File: src/sram_ctrl_pkg.sv
package sram_ctrl_pkg;
  // ------------------------------------------------------------
  // Memory geometry
  // ------------------------------------------------------------
  localparam int ADDR_W = 15;
  localparam int DATA_W = 8;

  // ------------------------------------------------------------
  // Pin timing in ns and derived cycle counts at 100 MHz
  // ------------------------------------------------------------
  localparam int CLK_PERIOD_NS = 10;
  localparam int T_RC_NS       = 15;
  localparam int T_AA_NS       = 15;
  localparam int T_OE_NS       = 7;
  localparam int T_WC_NS       = 15;
  localparam int T_WP_NS       = 10;
  localparam int T_CW_NS       = 10;
  localparam int T_AW_NS       = 10;
  localparam int T_DW_NS       = 7;
  localparam int T_CHZ_NS      = 7;
  localparam int T_OHZ_NS      = 6;

  function automatic int ns_to_cyc(input int ns);
    int c;
    c = (ns + CLK_PERIOD_NS - 1) / CLK_PERIOD_NS;
    return (c < 1) ? 1 : c;
  endfunction : ns_to_cyc

  // Read sample point covers access time plus one spare cycle of margin before the sample
  localparam int RD_ACC_NS  = (T_AA_NS > T_RC_NS) ? T_AA_NS : T_RC_NS;
  localparam int RD_CYC     = ns_to_cyc(RD_ACC_NS) + 1;
  // Strobe low time covers pulse width, select-to-end and address setup
  localparam int WR_LO_NS   = (T_WP_NS > T_CW_NS) ? T_WP_NS : T_CW_NS;
  localparam int WR_CYC     = ns_to_cyc((WR_LO_NS > T_AW_NS) ? WR_LO_NS : T_AW_NS);
  localparam int WC_CYC     = ns_to_cyc(T_WC_NS);
  // Turnaround after a read: memory output release before host drives
  localparam int TA_NS      = (T_CHZ_NS > T_OHZ_NS) ? T_CHZ_NS : T_OHZ_NS;
  localparam int TA_CYC     = ns_to_cyc(TA_NS);
  localparam int CNT_W      = 4;
  localparam logic [CNT_W-1:0] CNT_ZERO = 4'h0;

  typedef enum logic [1:0] {
    PH_IDLE,
    PH_READ,
    PH_WRITE,
    PH_GAP
  } phase_e;
endpackage : sram_ctrl_pkg

File: src/sram_pins_if.sv
`timescale 1ns/1ps
`default_nettype none
interface sram_pins_if;
  import sram_ctrl_pkg::*;
  logic [ADDR_W-1:0] addr;
  logic              sel_n;
  logic              wstb_n;
  logic              ogate_n;
  logic [DATA_W-1:0] dout;
  logic              doe;
  logic [DATA_W-1:0] din;
  modport seq (output addr, sel_n, wstb_n, ogate_n, dout, doe, input din);
  modport pad (input addr, sel_n, wstb_n, ogate_n, dout, doe, output din);
endinterface : sram_pins_if
`default_nettype wire

File: src/sram_host_ctrl.sv
// Summary of operation
// - Read cycle lasts at least 15 ns; data sampled after 15 ns access.
// - Read: write strobe high, select and output gate low.
// - Select-controlled read: address valid by select falling.
// - Writes spaced 15 ns apart, strobe low at least 10 ns.
// - Select low at least 10 ns before write end.
// - Address valid 10 ns before write end, settled at write start.
// - Address stable until write end; next access may follow at once.
// - Write data valid 7 ns before write end, held to end.
// - Select or strobe high whenever address changes.
// - Read timing measured last valid address to next transition.
// - Write timing measured last valid address to next transition.
// - Host drives data only after memory outputs are disabled.
`timescale 1ns/1ps
`default_nettype none
module sram_host_ctrl (
  input  wire logic                            i_mclk,
  input  wire logic                            i_nrst,
  input  wire logic                            i_req_valid,
  input  wire logic                            i_req_write,
  input  wire logic [sram_ctrl_pkg::ADDR_W-1:0] i_req_addr,
  input  wire logic [sram_ctrl_pkg::DATA_W-1:0] i_req_wdata,
  output logic                                 o_req_ready,
  output logic                                 o_rsp_valid,
  output logic [sram_ctrl_pkg::DATA_W-1:0]      o_rsp_rdata,
  output logic                                 o_wr_done,
  output logic [sram_ctrl_pkg::ADDR_W-1:0]      o_addr,
  output logic                                 o_sel_n,
  output logic                                 o_wstb_n,
  output logic                                 o_ogate_n,
  output logic [sram_ctrl_pkg::DATA_W-1:0]      o_shared_data_pins_out,
  output logic                                 o_shared_data_pins_oe,
  input  wire logic [sram_ctrl_pkg::DATA_W-1:0] i_shared_data_pins_in
);
  import sram_ctrl_pkg::*;

  // ------------------------------------------------------------
  // Pin bundle and state
  // ------------------------------------------------------------
  sram_pins_if pins ();

  phase_e            phase_q;
  logic              after_read_q;
  logic [ADDR_W-1:0] addr_q;
  logic [DATA_W-1:0] wdata_q;
  logic              sel_n_q;
  logic              wstb_n_q;
  logic              ogate_n_q;
  logic              doe_q;
  logic [DATA_W-1:0] rdata_q;
  logic              rsp_valid_q;
  logic              wr_done_q;
  logic              tmr_load;
  logic [CNT_W-1:0]  tmr_value;
  logic              tmr_done;
  logic              accept;

  // Phase length for each step of the sequence
  function automatic logic [CNT_W-1:0] phase_len(input phase_e ph, input logic rd_before);
    case (ph)
      PH_READ:  phase_len = CNT_W'(RD_CYC - 1);
      PH_WRITE: phase_len = CNT_W'(((WR_CYC > WC_CYC) ? WR_CYC : WC_CYC) - 1);
      PH_GAP:   phase_len = rd_before ? CNT_W'(TA_CYC) : CNT_ZERO;
      default:  phase_len = CNT_ZERO;
    endcase
  endfunction : phase_len

  // ------------------------------------------------------------
  // Phase decode
  // ------------------------------------------------------------
  // Last cycle of a read or write phase
  function automatic logic access_ends(input phase_e ph, input logic done);
    access_ends = ((ph == PH_READ) || (ph == PH_WRITE)) && done;
  endfunction : access_ends

  // Last cycle of a read phase
  function automatic logic is_read_end(input phase_e ph, input logic done);
    is_read_end = (ph == PH_READ) && done;
  endfunction : is_read_end

  // Last cycle of a write phase
  function automatic logic is_write_end(input phase_e ph, input logic done);
    is_write_end = (ph == PH_WRITE) && done;
  endfunction : is_write_end

  // ------------------------------------------------------------
  // Request handshake
  // ------------------------------------------------------------
  assign o_req_ready = (phase_q == PH_IDLE);
  assign accept      = i_req_valid && o_req_ready;

  // ------------------------------------------------------------
  // Phase sequencer
  // ------------------------------------------------------------
  always_ff @(posedge i_mclk or negedge i_nrst) begin
    if (!i_nrst) begin
      phase_q <= PH_IDLE;
    end else begin
      case (phase_q)
        PH_IDLE:  if (accept) phase_q <= i_req_write ? PH_WRITE : PH_READ;
        PH_READ:  if (tmr_done) phase_q <= PH_GAP;
        PH_WRITE: if (tmr_done) phase_q <= PH_GAP;
        PH_GAP:   if (tmr_done) phase_q <= PH_IDLE;
        default:  phase_q <= PH_IDLE;
      endcase
    end
  end

  // ------------------------------------------------------------
  // Timer load
  // ------------------------------------------------------------
  // Timer load on entry to each read, write or gap phase
  always_comb begin
    tmr_load  = 1'b0;
    tmr_value = CNT_ZERO;
    if (accept) begin
      tmr_load  = 1'b1;
      tmr_value = phase_len(i_req_write ? PH_WRITE : PH_READ, 1'b0);
    end else if (access_ends(phase_q, tmr_done)) begin
      tmr_load  = 1'b1;
      tmr_value = phase_len(PH_GAP, phase_q == PH_READ);
    end
  end

  // ------------------------------------------------------------
  // Phase timer
  // ------------------------------------------------------------
  // Down counter that sets the length of each read, write and gap phase
  sram_cycle_timer u_timer (
    .i_mclk  (i_mclk),
    .i_nrst  (i_nrst),
    .i_load  (tmr_load),
    .i_value (tmr_value),
    .o_done  (tmr_done)
  );

  // ------------------------------------------------------------
  // Address and write data capture
  // ------------------------------------------------------------
  // Address changes only in idle while select and strobe are high
  always_ff @(posedge i_mclk or negedge i_nrst) begin
    if (!i_nrst) begin
      addr_q <= '0;
    end else if (accept) begin
      addr_q <= i_req_addr;
    end
  end

  // Write data latched with the request, held through the phase
  always_ff @(posedge i_mclk or negedge i_nrst) begin
    if (!i_nrst) begin
      wdata_q <= '0;
    end else if (accept) begin
      wdata_q <= i_req_wdata;
    end
  end

  // ------------------------------------------------------------
  // Turnaround memory
  // ------------------------------------------------------------
  // Remember whether the last access was a read
  always_ff @(posedge i_mclk or negedge i_nrst) begin
    if (!i_nrst) begin
      after_read_q <= 1'b0;
    end else if (accept) begin
      after_read_q <= !i_req_write;
    end
  end

  // ------------------------------------------------------------
  // Control strobes
  // ------------------------------------------------------------
  // Select low with the new address, high at the end of the access
  always_ff @(posedge i_mclk or negedge i_nrst) begin
    if (!i_nrst) begin
      sel_n_q <= 1'b1;
    end else if (accept) begin
      sel_n_q <= 1'b0;
    end else if (access_ends(phase_q, tmr_done)) begin
      sel_n_q <= 1'b1;
    end
  end

  // Write strobe low only for writes, rising together with select
  always_ff @(posedge i_mclk or negedge i_nrst) begin
    if (!i_nrst) begin
      wstb_n_q <= 1'b1;
    end else if (accept) begin
      wstb_n_q <= !i_req_write;
    end else if (access_ends(phase_q, tmr_done)) begin
      wstb_n_q <= 1'b1;
    end
  end

  // Output gate low only for reads, for the whole access window
  always_ff @(posedge i_mclk or negedge i_nrst) begin
    if (!i_nrst) begin
      ogate_n_q <= 1'b1;
    end else if (accept) begin
      ogate_n_q <= i_req_write;
    end else if (access_ends(phase_q, tmr_done)) begin
      ogate_n_q <= 1'b1;
    end
  end

  // ------------------------------------------------------------
  // Write data driver
  // ------------------------------------------------------------
  // Host data driver: on only for writes, dropped with the strobe
  always_ff @(posedge i_mclk or negedge i_nrst) begin
    if (!i_nrst) begin
      doe_q <= 1'b0;
    end else if (accept) begin
      doe_q <= i_req_write && !after_read_q;
    end else if (phase_q == PH_WRITE && !tmr_done) begin
      doe_q <= 1'b1;
    end else begin
      doe_q <= 1'b0;
    end
  end

  // ------------------------------------------------------------
  // Responses
  // ------------------------------------------------------------
  // Read data sampled at the end of the access window
  always_ff @(posedge i_mclk or negedge i_nrst) begin
    if (!i_nrst) begin
      rdata_q <= '0;
    end else if (is_read_end(phase_q, tmr_done)) begin
      rdata_q <= pins.din;
    end
  end

  // ------------------------------------------------------------
  // Response pulse
  // ------------------------------------------------------------
  // One-cycle pulse in the same cycle that the sampled data appears
  always_ff @(posedge i_mclk or negedge i_nrst) begin
    if (!i_nrst) begin
      rsp_valid_q <= 1'b0;
    end else begin
      rsp_valid_q <= is_read_end(phase_q, tmr_done);
    end
  end

  // ------------------------------------------------------------
  // Write completion
  // ------------------------------------------------------------
  // Pulse in the same cycle that select and strobe rise
  always_ff @(posedge i_mclk or negedge i_nrst) begin
    if (!i_nrst) begin
      wr_done_q <= 1'b0;
    end else begin
      wr_done_q <= is_write_end(phase_q, tmr_done);
    end
  end

  // ------------------------------------------------------------
  // Response outputs
  // ------------------------------------------------------------
  assign o_rsp_valid = rsp_valid_q;
  assign o_rsp_rdata = rdata_q;
  assign o_wr_done   = wr_done_q;

  // ------------------------------------------------------------
  // Pin stage
  // ------------------------------------------------------------
  // Registered strobes and data onto the pin bundle
  assign pins.addr    = addr_q;
  assign pins.sel_n   = sel_n_q;
  assign pins.wstb_n  = wstb_n_q;
  assign pins.ogate_n = ogate_n_q;
  assign pins.dout    = wdata_q;
  assign pins.doe     = doe_q;

  sram_pin_stage u_pins (
    .pins       (pins),
    .i_data_in  (i_shared_data_pins_in),
    .o_addr     (o_addr),
    .o_sel_n    (o_sel_n),
    .o_wstb_n   (o_wstb_n),
    .o_ogate_n  (o_ogate_n),
    .o_data_out (o_shared_data_pins_out),
    .o_data_oe  (o_shared_data_pins_oe)
  );
endmodule : sram_host_ctrl
`default_nettype wire

File: src/sram_cycle_timer.sv
`timescale 1ns/1ps
`default_nettype none
module sram_cycle_timer (
  input  wire logic                            i_mclk,
  input  wire logic                            i_nrst,
  input  wire logic                            i_load,
  input  wire logic [sram_ctrl_pkg::CNT_W-1:0] i_value,
  output logic                                 o_done
);
  import sram_ctrl_pkg::*;

  logic [CNT_W-1:0] cnt_q;

  // Down counter, loaded at phase start
  always_ff @(posedge i_mclk or negedge i_nrst) begin
    if (!i_nrst) begin
      cnt_q <= CNT_ZERO;
    end else if (i_load) begin
      cnt_q <= i_value;
    end else if (cnt_q != CNT_ZERO) begin
      cnt_q <= cnt_q - 4'h1;
    end
  end

  // Plain count compare: the load is decoded from done, so done must not see the load
  assign o_done = (cnt_q == CNT_ZERO);
endmodule : sram_cycle_timer
`default_nettype wire

File: src/sram_pin_stage.sv
`timescale 1ns/1ps
`default_nettype none
module sram_pin_stage (
  sram_pins_if.pad                              pins,
  input  wire logic [sram_ctrl_pkg::DATA_W-1:0] i_data_in,
  output logic [sram_ctrl_pkg::ADDR_W-1:0]      o_addr,
  output logic                                  o_sel_n,
  output logic                                  o_wstb_n,
  output logic                                  o_ogate_n,
  output logic [sram_ctrl_pkg::DATA_W-1:0]      o_data_out,
  output logic                                  o_data_oe
);
  import sram_ctrl_pkg::*;

  // Pins driven straight from the sequencer flops
  assign o_addr     = pins.addr;
  assign o_sel_n    = pins.sel_n;
  assign o_wstb_n   = pins.wstb_n;
  assign o_ogate_n  = pins.ogate_n;
  assign o_data_out = pins.dout;
  assign o_data_oe  = pins.doe;
  assign pins.din   = i_data_in;
endmodule : sram_pin_stage
`default_nettype wire

File: config.mk
export PLATFORM = sky130hd
export DESIGN_NAME = sram_host_ctrl
export DESIGN_NICKNAME = d
export VERILOG_FILES = /design/src/sram_ctrl_pkg.sv /design/src/sram_pins_if.sv /design/src/sram_host_ctrl.sv /design/src/sram_cycle_timer.sv /design/src/sram_pin_stage.sv
export SDC_FILE = /design/constraint.sdc
export NUM_CORES = 1
export LEC_CHECK = 0
export BUFFER_PORTS_ARGS = -buffer_cell sky130_fd_sc_hd__buf_2
export CORE_ASPECT_RATIO = 0.8
export CORE_MARGIN = 1.5
export CORE_UTILIZATION = 50
export DETAILED_ROUTE_END_ITERATION = 6
export PLACE_DENSITY = 0.86
export SYNTH_ARGS = -nofsm -noshare
export SYNTH_HDL_FRONTEND = slang
export SYNTH_HIERARCHICAL = 1
export SYNTH_SLANG_ARGS = --single-unit
File: constraint.sdc
create_clock -name i_mclk -period 2.34 [get_ports i_mclk]
set_clock_uncertainty 0.1 [all_clocks]
set_input_delay 0.351 -clock i_mclk [delete_from_list [all_inputs] [get_ports i_mclk]]
set_output_delay 0.351 -clock i_mclk [all_outputs]
set_load 0.01 [all_outputs]
### Yosys cells after proc, flatten, opt, wreduce, memory -nomap -nowiden

Index checks and enable logic that the tools add are counted.

| word-level totals | value |
|---|---|
| register bits | 44 |
| input bits | 35 |
| word-level logic and storage cells | 57 |

| cells by class | value |
|---|---|
| eq/ne operators | 8 |
| reductions and logical operators | 17 |
| muxes and demuxes | 19 |
| $add $sub $neg | 1 |

Operators with widths:

| operator | number |
|---|---|
| $mux W4 | 3 |
| $mux W1 | 10 |
| $mux W2 | 4 |
| $eq A2 B2 Y1 const B | 3 |
| $logic_and A1 B1 Y1 | 6 |
| $pmux W2 S3 | 1 |
| $eq A2 B1 Y1 const B | 2 |
| $logic_not A4 Y1 | 1 |
| $ne A2 B1 Y1 const B | 2 |
| $pmux W2 S2 | 1 |
| $reduce_bool A2 Y1 | 2 |
| $reduce_bool A4 Y1 | 1 |
| $sub A4 B1 Y4 const B | 1 |
| $logic_not A1 Y1 | 3 |
| $reduce_and A3 Y1 | 1 |
| $logic_not A2 Y1 | 1 |
| $ne A2 B2 Y1 const B | 1 |
| $reduce_or A2 Y1 | 1 |
| $logic_or A1 B1 Y1 | 1 |

### Logic depth before layout (Yosys ltp)

| depth | value |
|---|---|
| depth in word-level cells | 6 |
| mapped depth | 9 |

### Hierarchy

Netlist, hierarchy kept.

By module, submodules not included:

| module | area an instance (µm²) | cells an instance | instances | sequential area each (µm²) |
|---|---|---|---|---|
| sram_host_ctrl | 1690.4 | 108 | 1 | 1004.7 |
| sram_pin_stage | 262.8 | 35 | 1 | 0.0 |
| sram_cycle_timer | 234.0 | 22 | 1 | 100.1 |

### Least setup slack after synthesis

No wires, ideal clock.

| timing path | value |
|---|---|
| kind | reg-to-reg |
| from | reg u_timer.cnt_q[0] |
| to | reg u_timer.cnt_q[3] |
| arrival | 1750 ps |
| path buffers | 1 |
| library setup time | 126 ps |
| cell stages (with the launch flop) | 9 |
| required time | 2114 ps |
| slack | 364 ps |
| cell sequence | dfrtp_1 -> inv_1 -> ha_1 -> nor3b_4 -> nand2_1 -> nand2_1 -> clkbuf_1 -> nor3_1 -> a221o_1 |

| on the way | value |
|---|---|
| cells in the longest elaborated chain, start to end | 5 |

RTL lines:

| element | line | RTL |
|---|---|---|
| start: declaration | sram_cycle_timer.sv:12 | `logic [CNT_W-1:0] cnt_q;` |
| start signal: assignment | sram_cycle_timer.sv:19 | `cnt_q <= i_value;` |
| start signal: assignment | sram_cycle_timer.sv:21 | `cnt_q <= cnt_q - 4'h1;` |
| $logic_not A4 Y1 * | sram_cycle_timer.sv:26 | `assign o_done = (cnt_q == CNT_ZERO);` |
| named net tmr_done | sram_host_ctrl.sv:55 | `logic tmr_done;` |
| $logic_and A1 B1 Y1 * | sram_host_ctrl.sv:73 | `access_ends = ((ph == PH_READ) \|\| (ph == PH_WRITE)) && done;` |
| $mux W1 * | sram_host_ctrl.sv:119 | `end else if (access_ends(phase_q, tmr_done)) begin` |
| $mux W1 * | sram_host_ctrl.sv:116 | `if (accept) begin` |
| named net tmr_load | sram_host_ctrl.sv:53 | `logic tmr_load;` |
| $mux W4 or $reduce_bool A2 Y1 (tied branches) | n/a |  |

The timed path passes the listed nets; every way through them passes the cells marked *. The select of a mux whose other input is x is not followed.
A chain may end at the register's enable or synchronous reset.

### Final worst setup path

| timing path | value |
|---|---|
| from | reg u_timer.cnt_q[1] |
| to | reg u_timer.cnt_q[3] |

Same word-level chain as after synthesis.

==> results.py <==
metrics = {
    "synth": {
        "yosys_warnings": 6,
        "synth_top_area_cell": "dfrtp_1",
        "synth_edf_count": 0,
        "synth-xor-area-share": 0.00400,
        "yosysUniqueCellTypes": 33,
        "syn_area_per_cell_um2": 13.3,
        "synth-seq-cells": 44,
        "syn_area_mm2": 0.00219,
        "async_reset_ff_frac": 1.00,
        "ys.flop_type": "dfrtp_1",
        "synth-compound-area-share": 0.0320,
        "synthAdderAreaFrac": 0.0343,
        "synth_top_family_by_area": "multiplexers",
        "yosys.area_share.simple": 0.0526,
        "synth_top_cell_area_share": 0.469,
        "synth_area_leaders": "dfrtp_1 (47%), buf_4 (12%), mux2_4 (12%), mux2_2 (7.7%), dfstp_2 (3.6%)",
        "synth_cells": 165,
        "synthMuxAreaShare": 0.217,
        "ys_seq_area_frac": 0.505,
    },
    "clocking": {
        "cts-root-buf": "clkbuf_8",
        "clk_pin_slew_worst_paths_ns": 0.08,
        "cts_buffers": 5,
        "holdBufCountCts": 1,
        "post_cts_resize_count": 0,
        "clk_latency_ns": 0.28,
        "cts_setup_buffers": 0,
        "clockBufferDepth": 2,
        "htreeDepth": 2,
        "clock_sinks": 44,
        "cts_tree": "yes",
    },
    "global_route": {
        "grt_usage": 0.150,
        "grt_pass1_wl_um": 5610,
        "grt_overflow": 0,
        "grt_max_degree": 27,
        "antenna_found_initial": 0,
        "grt_pass1_vias": 1195,
    },
    "placed_design": {
        "gp_congestion": 0.748,
        "io_buffers": 72,
        "placed_area_mm2": 0.00233,
        "dp_slack_ns": 0.500,
        "dp.cells": 259,
        "hpwlAfterDp_um": 2550,
    },
    "timing": {
        "setup_violations": 0,
        "grt_setup_unrepaired": "no",
        "relSlewSlack": 0.651,
        "fmax_mhz": 544,
        "hold_viol": 0,
        "tightest_slew_ns": 0.524,
        "worst_slack_ns": 0.503,
        "post-route-period-util": 0.785,
        "setup_tns_ns": 0,
        "maxSlewViolCount": 0,
        "min_period_ns": 1.84,
    },
    "floorplan": {
        "start_util": 0.520,
        "die_x_um": 76.9,
        "dieArea_mm2": 0.00478,
        "row_count": 21,
        "die_y_um": 62.2,
        "core_mm2": 0.00420,
        "ios": 73,
    },
    "finish": {
        "multi_input_area_um2": 751,
        "areaGrowthSynthToFinish_pct": 11.4,
        "fin_area_mm2": 0.00244,
        "antenna_cells": 0,
        "final.fill_count": 359,
        "finish.utilization": 0.579,
        "regArea_mm2": 0.00110,
        "drive_gt1_frac": 0.569,
        "nets": 251,
        "fin_cells": 268,
    },
    "routing": {
        "num_vias": 1238,
        "viasPerCell": 4.62,
        "wl_met1_um": 1550,
        "drtIter0Drc": 40,
        "post_drt_wl_per_cell_um": 12.5,
        "drc": 0,
        "wl_met3_um": 250,
        "postRouteAntennaNets": 0,
        "drt-total-wl_um": 3360,
        "dr.pass1.iters": 4,
        "wl_met2_um": 1560,
        "top_layer": "met3",
    },
    "power": {
        "power_density_mw_per_mm2": 1390,
        "ir_worst_vdd_mv": 0.562,
        "p_leak_nw": 1.24,
    },
    "worst_setup_path": {
        "rr_worst_depth": 7,
        "end_kind": "register",
        "start_kind": "register",
        "crit_end": "u_timer/cnt_q[3]",
        "path_max_fanout": 10,
        "crit_path_start": "u_timer/cnt_q[1]",
        "r2r-start": "u_timer/cnt_q[1]",
        "critical_path_class": "reg2reg",
        "ff2ff_setup_slack_ns": 0.50,
        "required_ns": 2.41,
        "critPathArrivalTime_ns": 1.91,
        "timing.rr.end": "u_timer/cnt_q[3]",
    },
    "job": {
        "drv_cap": 0,
    },
    "worst_hold_path": {
        "hp-class": "in2reg",
    },
    "run_status": {
        "status": "complete, no violations",
    },
}
-- metrics by stage --
step / hold slack [ns] / power (mW)
6_report: 0.193 / 3.39
5_1_grt: 0.174 / 3.65
4_1_cts: 0.180 / 3.44
3_5_place_dp: 0.257 / 2.94
3_3_place_gp: 0.256 / 2.88
2_1_floorplan: -0.0446 / 2.77
-- sequential cells by signal (all words and copies together) (netlist names) --
name / cells
o_wr_done: 1
pins.dout: 8
doe_q: 1
pins.wstb_n: 1
u_timer/cnt_q: 4
phase_q: 2
addr_q: 15
ogate_n_q: 1
o_rsp_valid: 1
pins.sel_n: 1
after_read_q: 1
o_rsp_rdata: 8
-- synth_stat cells, drive strengths merged, types with 2 or more instances --
| library cell | number |
|---|---|
| dfrtp | 41 |
| dfstp | 3 |
| nor2 | 3 |
| ha | 6 |
| nor3b | 2 |
| and2 | 2 |
| buf | 38 |
| mux2i | 5 |
| inv | 6 |
| mux2 | 32 |
| nor3 | 2 |
| o21ai | 5 |
| nand2 | 8 |
-- kinds of logic after synthesis --
family,after synthesis
xor gates and xnor gates,1
and+or+nand+nor,20
other,1
DFF,44
muxes,37
buffers and inverters,45
AOI/OAI and AO/OA,11
adders and majority gates,6
-- layer usage --
| layer | GRT usage | vias up |
|---|---|---|
| met5 | 0 | - |
| li1 | - | 601 |
| met4 | 0.0347 | 0 |
| met3 | 0.0485 | 0 |
| met2 | 0.239 | 50 |
| met1 | 0.200 | 587 |
-- report_power, final --
part | internal, mW | switching (mW)
logic | 0.848 | 0.717
clock network | 0.240 | 0.233
registers | 1.15 | 0.200
-- final cells by class --
class | count | share of cell area
sequential | 44 | 0.454
multi-input combinational | 77 | 0.308
timing repair buffer | 76 | 0.161
clock buffer | 7 | 0.0354
tap | 57 | 0.0293
inverter | 6 | 0.00924
clock inverter | 1 | 0.00308
-- how the worst min path moves through the flow --
stage / from / to / cells past startpoint / slack, ns
after floorplan: i_nrst / addr_q[0] / 0 / -0.04
after global placement: i_nrst / addr_q[12] / 1 / 0.26
after detailed placement: i_nrst / addr_q[12] / 1 / 0.26
after CTS: i_shared_data_pins_in[3] / o_rsp_rdata[3] / 2 / 0.18
after global routing: i_shared_data_pins_in[3] / o_rsp_rdata[3] / 2 / 0.17
final: i_req_addr[0] / addr_q[0] / 2 / 0.19
-- critical path: stages (launching register included) --
cell     delay [ns]
dfrtp_1        0.39
inv_1          0.08
ha_1           0.20
nor3b_4        0.21
nand2_1        0.07
nand2_1        0.26
nor3_1         0.10
a221o_1        0.32
-- cells in the final DEF, fill, tap and decap left out, types with 3 or more instances in the layout --
cell type  netlist  final
dfstp_2          3      3
dfrtp_1         41     41
buf_4           35      3
ha_1             6      6
nand2_1          7      7
o21ai_0          4      4
nor2_1           3      3
buf_2            0     72
mux2i_1          5      5
mux2_4          17     17
mux2_2          15     15
inv_1            6      6
clkbuf_8         0      6
(Power assumes the default switching activity.)
